==> config.mk <==
export PLATFORM = sky130hd
export DESIGN_NAME = cms_charge_mode_sequencer
export DESIGN_NICKNAME = d
export VERILOG_FILES = /design/src/hw/cms_pkg.sv /design/src/hw/cms_stat_blinker.sv /design/src/hw/cms_charge_mode_sequencer.sv
export SDC_FILE = /design/constraint.sdc
export NUM_CORES = 1
export LEC_CHECK = 0
export BUFFER_PORTS_ARGS = -buffer_cell sky130_fd_sc_hd__buf_2
export CELL_PAD_IN_SITES_DETAIL_PLACEMENT = 1
export CELL_PAD_IN_SITES_GLOBAL_PLACEMENT = 1
export CORE_MARGIN = 8
export CORE_UTILIZATION = 25
export DETAILED_ROUTE_END_ITERATION = 8
export GPL_ROUTABILITY_DRIVEN = 0
export MAX_ROUTING_LAYER = met4
export PLACE_DENSITY = 0.61
export SETUP_SLACK_MARGIN = 0.02
export SYNTH_ARGS = -nofsm -noshare
export SYNTH_HDL_FRONTEND = slang
export SYNTH_SLANG_ARGS = --single-unit
export TNS_END_PERCENT = 10
==> constraint.sdc <==
create_clock -name MCLK -period 4.4 [get_ports MCLK]
set_clock_uncertainty 0.05 [all_clocks]
set_input_delay 0.22 -clock MCLK [delete_from_list [all_inputs] [get_ports MCLK]]
set_output_delay 0.22 -clock MCLK [all_outputs]
set_load 0.005 [all_outputs]
==> src/hw/cms_pkg.sv <==
// constants and register map of the charge mode sequencer
package cms_pkg;
  // ----------------------------------------------------------------
  // clock and timing
  // ----------------------------------------------------------------
  localparam longint unsigned CLK_HZ        = 200_000_000;
  localparam longint unsigned BOOST_DLY_MS  = 30;
  localparam longint unsigned BOOST_DLY_CYC = BOOST_DLY_MS * CLK_HZ / 1000;
  localparam longint unsigned BLINK_S       = 1;
  localparam longint unsigned BLINK_CYC     = BLINK_S * CLK_HZ;
  localparam longint unsigned WD_S1         = 40;  // arbitrary expiry choices
  localparam longint unsigned WD_S2         = 80;
  localparam longint unsigned WD_S3         = 160;
  localparam longint unsigned WD_CYC1       = WD_S1 * CLK_HZ;
  localparam longint unsigned WD_CYC2       = WD_S2 * CLK_HZ;
  localparam longint unsigned WD_CYC3       = WD_S3 * CLK_HZ;
  localparam int unsigned     INT_PULSE_NS  = 1000;
  localparam int unsigned     INT_PULSE_CYC = INT_PULSE_NS * 200 / 1000;
  // ----------------------------------------------------------------
  // register offsets
  // ----------------------------------------------------------------
  localparam logic [7:0] ADDR_CTRL   = 8'h00;
  localparam logic [7:0] ADDR_LIMIT  = 8'h04;
  localparam logic [7:0] ADDR_CHG    = 8'h08;
  localparam logic [7:0] ADDR_SWITCH = 8'h0C;
  localparam logic [7:0] ADDR_STATUS = 8'h10;
  localparam logic [7:0] ADDR_EFF    = 8'h14;
  // ----------------------------------------------------------------
  // field positions of the control and limit registers
  // ----------------------------------------------------------------
  localparam int CFG_BIT   = 0;   // charge_config_bit
  localparam int BOOST_BIT = 1;   // boost_enable_bit
  localparam int BLIM_BIT  = 2;   // boost_current_select
  localparam int RCHG_BIT  = 3;   // recharge_threshold_select
  localparam int KICK_BIT  = 4;   // watchdog_kick, self clearing
  localparam int WDP_LSB   = 5;   // watchdog period, two bits
  localparam int MON_LSB   = 7;   // status_pin_monitor_mode, two bits
  localparam int SSET_LSB  = 9;   // status pin override, two bits
  localparam int LLI_BIT   = 11;  // light_load_inhibit
  localparam int TRK_LSB   = 28;  // battery_track_offset in limit register
  localparam int IVOS_LSB  = 30;  // input_voltage_limit_offset
  // ----------------------------------------------------------------
  // reset values and fixed currents
  // ----------------------------------------------------------------
  localparam logic [31:0] CTRL_RST   = 32'h0000_00A5;
  localparam logic [31:0] LIMIT_RST  = 32'h0000_1194;
  localparam logic [31:0] CHG_RST    = 32'h1070_07BC;
  localparam logic [31:0] SWITCH_RST = 32'h0000_0000;
  localparam logic [15:0] DEF_REGULATION_VOLTAGE_MV   = 16'h1070;  // 4208
  localparam logic [15:0] DEF_FAST_CHARGE_CURRENT_MA   = 16'h07BC;  // 1980
  localparam logic [15:0] IPRE_MA       = 16'h0078;  // 120
  localparam logic [15:0] SHORT_BATTERY_CURRENT_MA     = 16'h005A;  // 90
  localparam logic [15:0] ICLAMP_MA     = 16'h00C8;  // 200
  localparam logic [15:0] SYS_LOW_MV    = 16'h0898;  // 2200
  localparam logic [15:0] BAT_SHORT_MV  = 16'h0898;  // 2200
  localparam logic [15:0] BAT_PRE_MV    = 16'h0BB8;  // 3000
  localparam logic [15:0] RCHG_LO_MV    = 16'h0064;  // 100
  localparam logic [15:0] RCHG_HI_MV    = 16'h00C8;  // 200
  localparam logic [15:0] TRK_200_MV    = 16'h00C8;
  localparam logic [15:0] TRK_250_MV    = 16'h00FA;
  localparam logic [15:0] TRK_300_MV    = 16'h012C;
  localparam logic [15:0] BLIM_LO_MA    = 16'h01F4;  // 500
  localparam logic [15:0] BLIM_HI_MA    = 16'h04B0;  // 1200
  localparam logic [2:0]  BUS_BOOST     = 3'h7;
  typedef enum logic [1:0] {PH_OFF, PH_PRE, PH_FAST, PH_DONE} cms_phase_type;
  typedef enum logic [1:0] {PAT_OFF, PAT_LOW, PAT_B11, PAT_B13} cms_pat_type;
endpackage

==> src/hw/cms_stat_blinker.sv <==
// status pin pattern generator: released, low, or slow blinking
`timescale 1ns/100ps
module cms_stat_blinker #(
  parameter longint unsigned ON_CYC = cms_pkg::BLINK_CYC
) (
  input  wire logic       clk,
  input  wire logic       rst_n,
  input  wire logic [1:0] pattern,
  output logic            pin_low
);
  logic [35:0] cnt_q;
  logic [1:0]  pat_q;
  logic [35:0] period;
  logic        wrap;
  logic        low_d;

  // --------------------------------------------------------------
  // blink period and phase decode
  // --------------------------------------------------------------
  assign period = (pattern == cms_pkg::PAT_B13) ? 36'(4 * ON_CYC) : 36'(2 * ON_CYC);
  assign wrap   = (cnt_q >= period - 36'h1) || (pat_q != pattern);
  assign low_d  = (pattern == cms_pkg::PAT_LOW) ||
                  ((pattern[1]) && (cnt_q < 36'(ON_CYC)));

  // counter restarts whenever the requested pattern changes
  always_ff @(posedge clk) begin
    if (!rst_n) begin
      cnt_q   <= '0;
      pat_q   <= '0;
      pin_low <= 1'b0;
    end else begin
      cnt_q   <= wrap ? '0 : cnt_q + 36'h1;
      pat_q   <= pattern;
      pin_low <= low_d;
    end
  end
endmodule

==> src/hw/cms_charge_mode_sequencer.sv <==
// charge mode sequencer: limits, boost entry, watchdog, charge cycle
// How it works
// - with tracking on, input voltage limit is max(programmed, battery plus offset)
// - tracking offset picks 200, 250 or 300 mV; only while limit offset is 00
// - system below 2.2V clamps input current to min(200mA, programmed limit)
// - boost starts after 30ms of enable bit plus battery, bus and thermistor ok
// - boost current select bit chooses 0.5A or 1.2A
// - bus source status reads 111 during boost
// - reset leaves default mode, registers at reset values, watchdog fault high
// - writing the kick bit enters host mode and clears watchdog fault
// - watchdog period 00 stops the watchdog so host mode stays
// - every kick restarts the watchdog count from zero
// - expiry sets fault, leaves host mode, resets all but switch bits and limits other than the track offset
// - charging needs config bit 1 and charge enable pin low
// - default mode uses 4.208V, 1980mA and 120mA
// - new cycle needs converter, no faults, switch on, enabled, battery below regulation
// - recharge starts below regulation minus 100mV or 200mV per select bit
// - status pin low charging, released done or off, blinking on fault while charging, 11 releases
// - charge phase field: 00 off, 01 pre, 10 fast, 11 done
// - interrupt pin pulses low when a charge cycle completes
// - monitor mode 01 lets override field pick off, low, 1s/1s or 1s/3s blink
// - short current below 2.2V, precharge to 3V, fast above; phases 01, 01, 10
// - in input power regulation termination is held and timer runs half rate
//
// The register addresses and the APB slave port were decided locally.
`timescale 1ns/100ps
module cms_charge_mode_sequencer #(
  parameter longint unsigned BOOST_DLY_CYC = cms_pkg::BOOST_DLY_CYC,
  parameter longint unsigned WD_CYC1       = cms_pkg::WD_CYC1,
  parameter longint unsigned WD_CYC2       = cms_pkg::WD_CYC2,
  parameter longint unsigned WD_CYC3       = cms_pkg::WD_CYC3,
  parameter longint unsigned BLINK_CYC     = cms_pkg::BLINK_CYC
) (
  input  wire logic        MCLK,
  input  wire logic        RST_N,
  input  wire logic        PSEL,
  input  wire logic        PENABLE,
  input  wire logic        PWRITE,
  input  wire logic [7:0]  PADDR,
  input  wire logic [31:0] PWDATA,
  output logic [31:0]      PRDATA,
  output logic             PREADY,
  output logic             PSLVERR,
  input  wire logic [15:0] BAT_MV,
  input  wire logic [15:0] SYS_MV,
  input  wire logic [2:0]  BUS_SOURCE_CODE,
  input  wire logic        CONV_READY,
  input  wire logic        THERM_FAULT,
  input  wire logic        THERM_BOOST_OK,
  input  wire logic        SAFETY_FAULT,
  input  wire logic        BAT_ABOVE_BOOST_MIN,
  input  wire logic        BUS_BELOW_BAT,
  input  wire logic        TERM_DETECT,
  input  wire logic        INPUT_POWER_REGULATION,
  input  wire logic        TIMER_TICK,
  input  wire logic        CHARGE_ENABLE_N_PIN,
  output logic [15:0]      EFF_VIN_LIMIT_MV,
  output logic [15:0]      EFF_IIN_LIMIT_MA,
  output logic [15:0]      CHARGE_CURRENT_MA,
  output logic [15:0]      REGULATION_VOLTAGE_MV,
  output logic [15:0]      BOOST_LIMIT_MA,
  output logic             BOOST_ACTIVE,
  output logic [2:0]       BUS_SOURCE_STATUS,
  output logic [1:0]       CHARGE_PHASE_FIELD,
  output logic             SAFETY_TIMER_ADVANCE,
  output logic             TERM_ALLOWED,
  output logic             STATUS_PIN_O,
  output logic             STATUS_PIN_OE,
  output logic             INTERRUPT_N_PIN
);
  typedef enum logic [1:0] {CS_OFF, CS_RUN, CS_DONE} cms_state_type;

  // --------------------------------------------------------------
  // registers and state
  // --------------------------------------------------------------
  logic [31:0]   ctrl_q, limit_q, chg_q, sw_q;
  logic          host_q, wd_fault_q;
  logic [35:0]   wd_cnt_q;
  logic [35:0]   boost_cnt_q;
  logic          cen_s1_q, cen_s2_q;
  logic          half_q;
  logic [7:0]    int_cnt_q;
  cms_state_type st_q, st_d;

  // --------------------------------------------------------------
  // apb decode
  // --------------------------------------------------------------
  wire setup    = PSEL && !PENABLE;
  wire wr       = PSEL && PENABLE && PWRITE;
  wire mapped   = (PADDR == cms_pkg::ADDR_CTRL) || (PADDR == cms_pkg::ADDR_LIMIT) ||
                  (PADDR == cms_pkg::ADDR_CHG) || (PADDR == cms_pkg::ADDR_SWITCH) ||
                  (PADDR == cms_pkg::ADDR_STATUS) || (PADDR == cms_pkg::ADDR_EFF);
  wire wr_ctrl  = wr && (PADDR == cms_pkg::ADDR_CTRL);
  wire wr_limit = wr && (PADDR == cms_pkg::ADDR_LIMIT);
  wire wr_chg   = wr && (PADDR == cms_pkg::ADDR_CHG);
  wire wr_sw    = wr && (PADDR == cms_pkg::ADDR_SWITCH);
  wire kick     = wr_ctrl && PWDATA[cms_pkg::KICK_BIT];
  assign PREADY  = 1'b1;
  assign PSLVERR = PSEL && PENABLE && !mapped;

  // --------------------------------------------------------------
  // control fields
  // --------------------------------------------------------------
  wire       cfg      = ctrl_q[cms_pkg::CFG_BIT];
  wire       boost_en = ctrl_q[cms_pkg::BOOST_BIT];
  wire       blim     = ctrl_q[cms_pkg::BLIM_BIT];
  wire       rchg_sel = ctrl_q[cms_pkg::RCHG_BIT];
  wire [1:0] wd_per   = ctrl_q[cms_pkg::WDP_LSB +: 2];
  wire [1:0] mon      = ctrl_q[cms_pkg::MON_LSB +: 2];
  wire [1:0] sset     = ctrl_q[cms_pkg::SSET_LSB +: 2];
  wire [1:0] trk      = limit_q[cms_pkg::TRK_LSB +: 2];
  wire [1:0] ivos     = limit_q[cms_pkg::IVOS_LSB +: 2];
  wire [15:0] ivl     = limit_q[31:16];
  wire [15:0] icl     = limit_q[15:0];
  wire       force_off = sw_q[0];

  // --------------------------------------------------------------
  // input limits
  // --------------------------------------------------------------
  wire        tracking = (trk != 2'b00) && (ivos == 2'b00);
  wire [15:0] trk_off  = (trk == 2'b01) ? cms_pkg::TRK_200_MV :
                         (trk == 2'b10) ? cms_pkg::TRK_250_MV : cms_pkg::TRK_300_MV;
  wire [15:0] trk_val  = BAT_MV + trk_off;
  wire [15:0] vin_d    = (tracking && (trk_val > ivl)) ? trk_val : ivl;
  wire        sys_low  = SYS_MV < cms_pkg::SYS_LOW_MV;
  wire [15:0] iin_d    = (sys_low && (icl > cms_pkg::ICLAMP_MA)) ?
                         cms_pkg::ICLAMP_MA : icl;

  // --------------------------------------------------------------
  // watchdog
  // --------------------------------------------------------------
  wire [35:0] wd_lim = (wd_per == 2'b01) ? 36'(WD_CYC1) :
                       (wd_per == 2'b10) ? 36'(WD_CYC2) : 36'(WD_CYC3);
  wire        wd_on  = host_q && (wd_per != 2'b00);
  wire        wd_exp = wd_on && (wd_cnt_q >= wd_lim - 36'h1);

  // --------------------------------------------------------------
  // boost entry
  // --------------------------------------------------------------
  wire boost_due = boost_cnt_q == 36'(BOOST_DLY_CYC);
  wire boost_ok  = boost_en && boost_due && BAT_ABOVE_BOOST_MIN &&
                   BUS_BELOW_BAT && THERM_BOOST_OK;

  // --------------------------------------------------------------
  // charge cycle decisions
  // --------------------------------------------------------------
  wire [15:0] regulation_voltage    = host_q ? chg_q[31:16] : cms_pkg::DEF_REGULATION_VOLTAGE_MV;
  wire [15:0] fast_charge_current    = host_q ? chg_q[15:0] : cms_pkg::DEF_FAST_CHARGE_CURRENT_MA;
  wire        chg_en  = cfg && !cen_s2_q;
  wire        run_ok  = chg_en && (fast_charge_current != 16'h0) && !force_off;
  wire        start   = CONV_READY && !THERM_FAULT && !SAFETY_FAULT &&
                        run_ok && (BAT_MV < regulation_voltage);
  wire [15:0] rchg    = regulation_voltage - (rchg_sel ? cms_pkg::RCHG_HI_MV : cms_pkg::RCHG_LO_MV);
  wire        term_ok = TERM_DETECT && !INPUT_POWER_REGULATION && (BAT_MV > rchg);
  wire        fault   = THERM_FAULT || SAFETY_FAULT;
  wire        done_ev = (st_q == CS_RUN) && (st_d == CS_DONE);

  // next charge state
  always_comb begin
    st_d = st_q;
    case (st_q)
      CS_OFF: begin
        if (start) st_d = CS_RUN;
      end
      CS_RUN: begin
        if (!run_ok) st_d = CS_OFF;
        else if (term_ok && !fault) st_d = CS_DONE;
      end
      CS_DONE: begin
        if (!run_ok) st_d = CS_OFF;
        else if ((BAT_MV < rchg) && start) st_d = CS_RUN;
      end
      default: st_d = CS_OFF;
    endcase
  end

  // phase and current picked from battery voltage
  wire        bat_short = BAT_MV < cms_pkg::BAT_SHORT_MV;
  wire        bat_pre   = BAT_MV < cms_pkg::BAT_PRE_MV;
  wire [1:0]  phase_d   = (st_d == CS_OFF) ? 2'(cms_pkg::PH_OFF) :
                          (st_d == CS_DONE) ? 2'(cms_pkg::PH_DONE) :
                          bat_pre ? 2'(cms_pkg::PH_PRE) : 2'(cms_pkg::PH_FAST);
  wire [15:0] icur_d    = ((st_d != CS_RUN) || fault) ? 16'h0 :
                          bat_short ? cms_pkg::SHORT_BATTERY_CURRENT_MA :
                          bat_pre ? cms_pkg::IPRE_MA : fast_charge_current;

  // status pin pattern request
  wire [1:0] pat = (mon == 2'b11) ? 2'(cms_pkg::PAT_OFF) :
                   (mon == 2'b01) ? sset :
                   ((st_q == CS_RUN) && fault) ? 2'(cms_pkg::PAT_B11) :
                   (st_q == CS_RUN) ? 2'(cms_pkg::PAT_LOW) : 2'(cms_pkg::PAT_OFF);

  // --------------------------------------------------------------
  // charge enable pin synchroniser
  // --------------------------------------------------------------
  always_ff @(posedge MCLK) begin
    if (!RST_N) begin
      cen_s1_q <= 1'b1;
      cen_s2_q <= 1'b1;
    end else begin
      cen_s1_q <= CHARGE_ENABLE_N_PIN;
      cen_s2_q <= cen_s1_q;
    end
  end

  // --------------------------------------------------------------
  // register file with watchdog soft reset
  // --------------------------------------------------------------
  always_ff @(posedge MCLK) begin
    if (!RST_N) begin
      ctrl_q  <= cms_pkg::CTRL_RST;
      limit_q <= cms_pkg::LIMIT_RST;
      chg_q   <= cms_pkg::CHG_RST;
      sw_q    <= cms_pkg::SWITCH_RST;
    end else if (wd_exp) begin
      ctrl_q <= cms_pkg::CTRL_RST;
      chg_q  <= cms_pkg::CHG_RST;
      limit_q[cms_pkg::TRK_LSB +: 2] <= cms_pkg::LIMIT_RST[cms_pkg::TRK_LSB +: 2];
    end else begin
      if (wr_ctrl) ctrl_q <= PWDATA & ~(32'h1 << cms_pkg::KICK_BIT);
      if (wr_limit) limit_q <= PWDATA;
      if (wr_chg) chg_q <= PWDATA;
      if (wr_sw) sw_q <= {29'h0, PWDATA[2:0]};
    end
  end

  // host mode, fault flag and watchdog count; expiry wins over a kick
  always_ff @(posedge MCLK) begin
    if (!RST_N) begin
      host_q     <= 1'b0;
      wd_fault_q <= 1'b1;
      wd_cnt_q   <= '0;
    end else begin
      if (wd_exp) begin
        host_q     <= 1'b0;
        wd_fault_q <= 1'b1;
        wd_cnt_q   <= '0;
      end else if (kick) begin
        host_q     <= 1'b1;
        wd_fault_q <= 1'b0;
        wd_cnt_q   <= '0;
      end else if (wd_on) begin
        wd_cnt_q <= wd_cnt_q + 36'h1;
      end
    end
  end

  // boost delay counter and boost state
  always_ff @(posedge MCLK) begin
    if (!RST_N) begin
      boost_cnt_q  <= '0;
      BOOST_ACTIVE <= 1'b0;
    end else begin
      boost_cnt_q  <= !boost_en ? '0 : boost_due ? boost_cnt_q : boost_cnt_q + 36'h1;
      BOOST_ACTIVE <= boost_ok;
    end
  end

  // charge state, interrupt pulse and half rate timer
  always_ff @(posedge MCLK) begin
    if (!RST_N) begin
      st_q      <= CS_OFF;
      int_cnt_q <= '0;
      half_q    <= 1'b0;
    end else begin
      st_q      <= st_d;
      int_cnt_q <= done_ev ? 8'(cms_pkg::INT_PULSE_CYC) :
                   (int_cnt_q != 8'h0) ? int_cnt_q - 8'h1 : 8'h0;
      half_q    <= TIMER_TICK ? !half_q : half_q;
    end
  end

  // registered outputs
  always_ff @(posedge MCLK) begin
    if (!RST_N) begin
      EFF_VIN_LIMIT_MV      <= '0;
      EFF_IIN_LIMIT_MA      <= '0;
      CHARGE_CURRENT_MA     <= '0;
      REGULATION_VOLTAGE_MV <= '0;
      BOOST_LIMIT_MA        <= '0;
      BUS_SOURCE_STATUS     <= '0;
      CHARGE_PHASE_FIELD    <= '0;
      SAFETY_TIMER_ADVANCE  <= 1'b0;
      TERM_ALLOWED          <= 1'b0;
      INTERRUPT_N_PIN       <= 1'b1;
    end else begin
      EFF_VIN_LIMIT_MV      <= vin_d;
      EFF_IIN_LIMIT_MA      <= iin_d;
      CHARGE_CURRENT_MA     <= icur_d;
      REGULATION_VOLTAGE_MV <= regulation_voltage;
      BOOST_LIMIT_MA        <= blim ? cms_pkg::BLIM_HI_MA : cms_pkg::BLIM_LO_MA;
      BUS_SOURCE_STATUS     <= boost_ok ? cms_pkg::BUS_BOOST : BUS_SOURCE_CODE;
      CHARGE_PHASE_FIELD    <= phase_d;
      SAFETY_TIMER_ADVANCE  <= TIMER_TICK && (!INPUT_POWER_REGULATION || half_q);
      TERM_ALLOWED          <= !INPUT_POWER_REGULATION;
      INTERRUPT_N_PIN       <= !(done_ev || (int_cnt_q > 8'h1));
    end
  end

  // --------------------------------------------------------------
  // read data, captured in the setup cycle
  // --------------------------------------------------------------
  wire [31:0] status_w = {22'h0, TERM_ALLOWED, (st_q == CS_RUN), BOOST_ACTIVE, host_q,
                          wd_fault_q, BUS_SOURCE_STATUS, CHARGE_PHASE_FIELD};
  wire [31:0] rd_w = (PADDR == cms_pkg::ADDR_CTRL)   ? ctrl_q :
                     (PADDR == cms_pkg::ADDR_LIMIT)  ? limit_q :
                     (PADDR == cms_pkg::ADDR_CHG)    ? chg_q :
                     (PADDR == cms_pkg::ADDR_SWITCH) ? sw_q :
                     (PADDR == cms_pkg::ADDR_STATUS) ? status_w :
                     (PADDR == cms_pkg::ADDR_EFF)    ? {EFF_IIN_LIMIT_MA, EFF_VIN_LIMIT_MV} :
                     32'h0;
  always_ff @(posedge MCLK) begin
    if (!RST_N) PRDATA <= '0;
    else if (setup) PRDATA <= rd_w;
  end

  // --------------------------------------------------------------
  // status pin driver, open drain
  // --------------------------------------------------------------
  cms_stat_blinker #(.ON_CYC(BLINK_CYC)) u_blink (
    .clk     (MCLK),
    .rst_n   (RST_N),
    .pattern (pat),
    .pin_low (STATUS_PIN_OE)
  );
  assign STATUS_PIN_O = 1'b0;
endmodule

# --- Yosys cells after proc, flatten, opt, wreduce, memory -nomap -nowiden ---
# Cells that the tools add are included.
word_totals:
  reg_bits: 345
  wordCells: 183
  inputBits: 90
  output_inout_bits: 125
op_classes:
  n_reduce_logical: 74
  order_cmp: 12
  addsub: 8
  n_eq_ne: 19
  bitwise: 3
  mux: 34
ops:
  columns: ["cell", "count"]
  rows:
  - ["$mux W32", 6]
  - ["$add A36 B1 Y36 const B", 3]
  - ["$ge A36 B36 Y1", 2]
  - ["$mux W35", 2]
  - ["$lt A16 B12 Y1 const B", 3]
  - ["$mux W16", 3]
  - ["$eq A36 B23 Y1 const B", 1]
  - ["$lt A36 B28 Y1 const B", 1]
  - ["$sub A35 B1 Y36 const B", 1]
  - ["$sub A36 B1 Y36 const B", 1]
  - ["$logic_and A1 B1 Y1", 33]
  - ["$gt A16 B16 Y1", 2]
  - ["$lt A16 B16 Y1", 2]
  - ["$mux W8", 4]
  - ["$mux W30", 1]
  - ["$mux W2", 10]
  - ["$mux W9", 2]
  - ["$add A16 B9 Y16", 1]
  - ["$eq A8 B4 Y1 const B", 2]
  - ["$eq A8 B5 Y1 const B", 2]
  - ["$gt A16 B8 Y1 const B", 1]
  - ["$reduce_bool A16 Y1", 1]
  - ["$sub A16 B8 Y16", 1]
  - ["$mux W7", 2]
  - ["22 further kinds", 63]

# --- Depth between registers and ports, before layout ---
logic_depth:
  depth_word: 14
  ltp_mapped: 22
  mapped_depth_nobuf: 18

# --- Modules after synthesis ---
# Synthesis repeated with hierarchy kept, for this count alone.
unflattened:
  cells_unflattened: 1815
  area_unflattened_um2: 16565.9
by_module_without_submodules:
  columns: ["mod", "n_inst", "cells_per_inst", "area_per_inst_um2"]
  rows:
  - ["cms_charge_mode_sequencer", 1, 1608, 14390.1]
  - ["cms_stat_blinker", 1, 207, 2175.8]

# --- Worst setup path after synthesis ---
# OpenSTA, ideal clock, no wires.
synth_timing:
  path_type: "register to register"
  from: "register host_q"
  to: "register CHARGE_CURRENT_MA[0]"
  path_stages_with_launch: 22
  setup_time_ns: 0.128
  slack_ns: -0.341
  path_buffers: 4
  arrival_time_ns: 4.563
  t_required_ns: 4.222
  path_cell_list: "dfxtp_1 -> clkbuf_1 -> clkbuf_1 -> clkbuf_1 -> nand2_1 -> inv_1 -> ha_1 -> a211o_1 -> a21oi_1 -> o211ai_1 -> nor4_1 -> xor2_1 -> nand2_1 -> ha_1 -> nand4_1 -> nor4_1 -> o21ai_0 -> nand3_1 -> a21boi_0 -> o211ai_1 -> clkbuf_1 -> nor2_1"
synth_between:
  word_cells_on_any_way: 23
  cone_classes: "add/sub (1); order compare (3); eq/ne (1); mux (8); reduce/logical (10)"
synth_rtl:
  columns: ["element", "line_no", "rtl"]
  rows:
  - ["start: declaration", "cms_charge_mode_sequencer.sv:77", "logic host_q, wd_fault_q;"]
  - ["start signal: assignment", "cms_charge_mode_sequencer.sv:230", "host_q <= 1'b0;"]
  - ["start signal: assignment", "cms_charge_mode_sequencer.sv:235", "host_q <= 1'b0;"]
  - ["start signal: assignment", "cms_charge_mode_sequencer.sv:239", "host_q <= 1'b1;"]
  - ["$mux W16 (*)", "cms_charge_mode_sequencer.sv:147", "wire [15:0] regulation_voltage = host_q ? chg_q[31:16] : cms_pkg::DEF_REGULATION_VOLTAGE_MV;"]
  - ["net regulation_voltage[3]", "cms_charge_mode_sequencer.sv:147", null]
  - ["$sub A16 B8 Y16", "cms_charge_mode_sequencer.sv:153", "wire [15:0] rchg = regulation_voltage - (rchg_sel ? cms_pkg::RCHG_HI_MV : cms_pkg::RCHG_LO_MV);"]
  - ["$gt A16 B16 Y1", "cms_charge_mode_sequencer.sv:154", "wire term_ok = TERM_DETECT && !INPUT_POWER_REGULATION && (BAT_MV > rchg);"]
  - ["$logic_and A1 B1 Y1", "cms_charge_mode_sequencer.sv:154", null]
  - ["$logic_and A1 B1 Y1", "cms_charge_mode_sequencer.sv:167", "else if (term_ok && !fault) st_d = CS_DONE;"]
  - ["$mux W2", "cms_charge_mode_sequencer.sv:167", null]
  - ["$mux W2", "cms_charge_mode_sequencer.sv:166", "if (!run_ok) st_d = CS_OFF;"]
  - ["$pmux W2 S3 (*)", "cms_charge_mode_sequencer.sv:161", "case (st_q)"]
  - ["$ne A2 B1 Y1 (*)", "cms_charge_mode_sequencer.sv:183", "wire [15:0] icur_d = ((st_d != CS_RUN) || fault) ? 16'h0 :"]
  - ["$logic_or A1 B1 Y1 (*)", "cms_charge_mode_sequencer.sv:183", null]
  - ["$reduce_or A4 Y1 (no source line) (*)", null, null]
  - ["end signal: assignment", "cms_charge_mode_sequencer.sv:289", "CHARGE_CURRENT_MA <= icur_d;"]
  - ["end: declaration", "cms_charge_mode_sequencer.sv:59", "output logic [15:0] CHARGE_CURRENT_MA,"]
# Mark *: on every way through the listed nets, which the timed path passes. The rest lies on a longest branch.
# A chain may end at the register's enable or synchronous reset.

# --- Worst setup path in the final report ---
layout_timing:
  from: "register limit_q[29]"
  to: "register EFF_VIN_LIMIT_MV[11]"
layout_between:
  elab_chain_cells: 7
  word_cells_on_any_way: 10
  cone_classes: "add/sub (1); order compare (1); eq/ne (2); mux (3); reduce/logical (3)"
layout_lines:
  columns: ["element", "line_no", "rtl"]
  rows:
  - ["start: declaration", "cms_charge_mode_sequencer.sv:76", "logic [31:0] ctrl_q, limit_q, chg_q, sw_q;"]
  - ["start signal: assignment", "cms_charge_mode_sequencer.sv:212", "limit_q <= cms_pkg::LIMIT_RST;"]
  - ["start signal: indexed assignment", "cms_charge_mode_sequencer.sv:218", "limit_q[cms_pkg::TRK_LSB +: 2] <= cms_pkg::LIMIT_RST[cms_pkg::TRK_LSB +: 2];"]
  - ["$eq A2 B2 Y1", "cms_charge_mode_sequencer.sv:122", "(trk == 2'b10) ? cms_pkg::TRK_250_MV : cms_pkg::TRK_300_MV;"]
  - ["$mux W9", "cms_charge_mode_sequencer.sv:122", null]
  - ["$mux W9", "cms_charge_mode_sequencer.sv:121", "wire [15:0] trk_off = (trk == 2'b01) ? cms_pkg::TRK_200_MV :"]
  - ["$add A16 B9 Y16", "cms_charge_mode_sequencer.sv:123", "wire [15:0] trk_val = BAT_MV + trk_off;"]
  - ["$gt A16 B16 Y1", "cms_charge_mode_sequencer.sv:124", "wire [15:0] vin_d = (tracking && (trk_val > ivl)) ? trk_val : ivl;"]
  - ["$logic_and A1 B1 Y1", "cms_charge_mode_sequencer.sv:124", null]
  - ["$mux W16 (*)", "cms_charge_mode_sequencer.sv:124", null]
  - ["end signal: assignment", "cms_charge_mode_sequencer.sv:287", "EFF_VIN_LIMIT_MV <= vin_d;"]
  - ["end: declaration", "cms_charge_mode_sequencer.sv:57", "output logic [15:0] EFF_VIN_LIMIT_MV,"]
# Mark *: on every way between the ends. The rest lies on a longest branch, timed or not.

==> results.json <==
{
  "status": "finished clean",
  "maxSlewHeadroom": 0.3632,
  "yosys-top-cells-area": "dfxtp_1 (41%), ha_1 (8.0%), nor2_1 (4.8%)",
  "p_leak_uw": 0.007773,
  "synth.most_common_cell": "dfxtp_1",
  "cellPowerDensity_nw_per_um2": 350.3,
  "grt_pass1_wl_mm": 95.44,
  "cts-root-buf": "clkbuf_16",
  "worst_pin_slew_ps": 946.5,
  "m1WireLength_mm": 28.22,
  "die_h_um": 269.2,
  "hold_viol": 0,
  "rsz0062_at_grt": "yes",
  "endpoint": "EFF_VIN_LIMIT_MV[11]$_SDFF_PN0_",
  "areaGrowthSynthToFinish_pct": 23.67,
  "cts_sinks": 332,
  "layout_setup_ws_ps": 264.9,
  "post-dp-hpwl_mm": 47.72,
  "ctsHtreeMaxLevel": 2,
  "top_layer_used": "met4",
  "num_vias": 14841,
  "dr.pass1.iters": 5,
  "max-cap-violations": 0,
  "synth-warning-count": 0,
  "die_area_um2": 72480,
  "synth_commonest_cells": "dfxtp_1 (332), nor2_1 (206), nand2_1 (185), nand3_1 (140), ha_1 (102)",
  "hp-start": "RST_N",
  "drtIter0Drc": 784,
  "cts_tree": "done",
  "wire_per_inst_um": 21.18,
  "vias_per_cell": 4.970,
  "clk-insertion-delay-late_ps": 580,
  "rows": 93,
  "rrSetupSlack_ps": 260,
  "place_ws_ps": 53.49,
  "synth.distinct_cells": 69,
  "syn_inst": 1863,
  "wl_met2_mm": 27.86,
  "yosys.area.top_type_share": 0.4146,
  "synth_enable_flop_cells": 0,
  "clk_pin_slew_ps": 60,
  "syn_area_um2": 16030,
  "synth_seq_cells": 332,
  "required_ps": 4840,
  "grt_max_degree": 65,
  "boundaryPins": 215,
  "grt_pass1_vias": 15353,
  "critPathCaptureType": "flip-flop",
  "cp.arrival_ps": 4580,
  "numCtsBuffers": 40,
  "finalCritPeriodShare": 0.9398,
  "timing.final.crit_period_ps": 4135,
  "drive_gt1_frac": 0.1634,
  "yosysTopAreaCell": "dfxtp_1",
  "hold_path.class": "in2reg",
  "port_buffers": 200,
  "r2r_end": "EFF_VIN_LIMIT_MV[11]$_SDFF_PN0_",
  "rr_startpoint": "limit_q[29]$_SDFFE_PP0P_",
  "critPathKind": "reg2reg",
  "setup_viol": 0,
  "grt_overflow": 0,
  "drc_errors": 0,
  "die_w_um": 269.2,
  "cp_max_fo": 22,
  "routed_wl_mm": 63.25,
  "startpoint_type": "flip-flop",
  "ctsLongestPathBuffers": 3,
  "async_reset_ff_frac": 0,
  "ir_drop_mv": 0.2091,
  "yosysSeqAreaShare": 0.4146,
  "antenna_found_initial": 7,
  "nets": 2298,
  "synthFlopType": "dfxtp_1",
  "start_util": 0.2509,
  "fmax_mhz": 241.8,
  "avgSynthCellArea_um2": 8.605,
  "finalNonFillerCells": 2986,
  "r2r_cells": 18,
  "critPathLaunch": "limit_q[29]$_SDFFE_PP0P_",
  "wl_met3_mm": 4.540,
  "fillers": 7542,
  "final_antenna_net_count": 0,
  "slew_viol_final": 0,
  "coreArea_um2": 63880,
  "placed_cells": 2871,
  "grt_use_total": 0.1728
}
worst min-delay path by stage:
stage	depth (start not counted)	endpoint	slack, ps
6_report	1	BOOST_LIMIT_MA[7]$_SDFF_PN0_	70
5_1_grt	1	BOOST_LIMIT_MA[7]$_SDFF_PN0_	70
4_1_cts	1	BOOST_LIMIT_MA[7]$_SDFF_PN0_	40
3_5_place_dp	3	BUS_SOURCE_STATUS[2]$_SDFF_PN0_	370
3_3_place_gp	3	BUS_SOURCE_STATUS[2]$_SDFF_PN0_	370
2_1_floorplan	0	BOOST_LIMIT_MA[7]$_SDFF_PN0_	200
repair_timing:
item,CTS,global route
pin swaps,0,7
endpoints found under the setup margin,11,35
cloned,0,0
setup buffers,0,2
hold buffers,44,0
endpoints found under the hold margin,108,0
gates resized for setup,3,21
power breakdown:
part           total [µW]  internal (µW)  switching (µW)
Clock                3250           1880            1360
Combinational         578            235             343
Sequential           3120           3070            50.1
Total                6950           5190            1760
cell usage in the layout (no fill, tap or decap), types with 29 or more instances in the layout:
cell | Yosys | layout
and3_1 | 29 | 29
mux2i_1 | 52 | 52
dlygate4sd3_1 | 0 | 44
buf_2 | 7 | 199
xnor2_1 | 64 | 63
ha_1 | 102 | 102
buf_4 | 20 | 41
clkbuf_16 | 0 | 40
dfxtp_1 | 332 | 330
o21ai_0 | 89 | 88
nand4_1 | 31 | 31
a221oi_1 | 35 | 34
nand2_1 | 185 | 183
nor2_1 | 206 | 205
nand3_1 | 140 | 139
a21oi_1 | 97 | 94
inv_1 | 65 | 65
xor2_1 | 58 | 57
cell type report:
class | count | area (µm²) | share of cell area
antenna | 1 | 2.502 | 0.0001262
clock buffer | 56 | 1151 | 0.05806
clock inverter | 12 | 107.6 | 0.005428
inverter | 65 | 244.0 | 0.01231
multi-input combinational | 1378 | 8815 | 0.4446
sequential | 332 | 6649 | 0.3354
tap | 855 | 1070 | 0.05396
timing repair buffer | 287 | 1787 | 0.09012
worst max-delay path: stages (launching register included):
cell and delay (ps):
dfxtp_2 370, inv_1 80, ha_1 340, inv_1 110, fa_1 450, o21a_1 240
o221a_2 300, a41o_1 290, nand3_1 120, xnor2_1 120, ha_1 310, nand4_1 140
nor3_2 230, o211ai_1 140, a21oi_1 140, o31a_1 180, buf_6 220, nand3_1 100
o21ai_0 120
cells by family after synthesis:
kind of cell | after synthesis | synth area share
adders and majority gates | 104 | 0.08211
other | 2 | 0.0004685
xor gates and xnor gates | 122 | 0.06666
DFF | 332 | 0.4146
AOI/OAI and AO/OA | 331 | 0.1319
and+or+nand+nor | 746 | 0.2208
buffers and inverters | 168 | 0.04605
muxes | 58 | 0.03739
flip-flops by register name, indices dropped and copies added, names as in the netlist, 31 cells and up:
| register | flops |
|---|---|
| boost_cnt_q | 36 |
| u_blink.cnt_q | 36 |
| wd_cnt_q | 36 |
| PRDATA | 32 |
| chg_q | 32 |
| limit_q | 32 |
| ctrl_q | 31 |
stage by stage:
stage               TNS (ps)    util  hold WS [ps]  instance area, µm²  total power [µW]
floorplan                  0       -         197.7               16090              3488
global placement           0  0.2818         369.2               18000              3702
detailed placement         0  0.2818         373.8               18000              3725
CTS                        0  0.3087         39.17               19720              7043
global route          -7.126  0.3103         67.64               19830              7233
finish                     0  0.3103         69.26               19830              6945
layer usage:
metal  global-route usage  vias up
li1                     -     6962
met1               0.2219     7258
met2               0.2608      478
met3              0.03912      143
met4              0.07064        0
met5                    -        -
(Power assumes the default switching activity.)
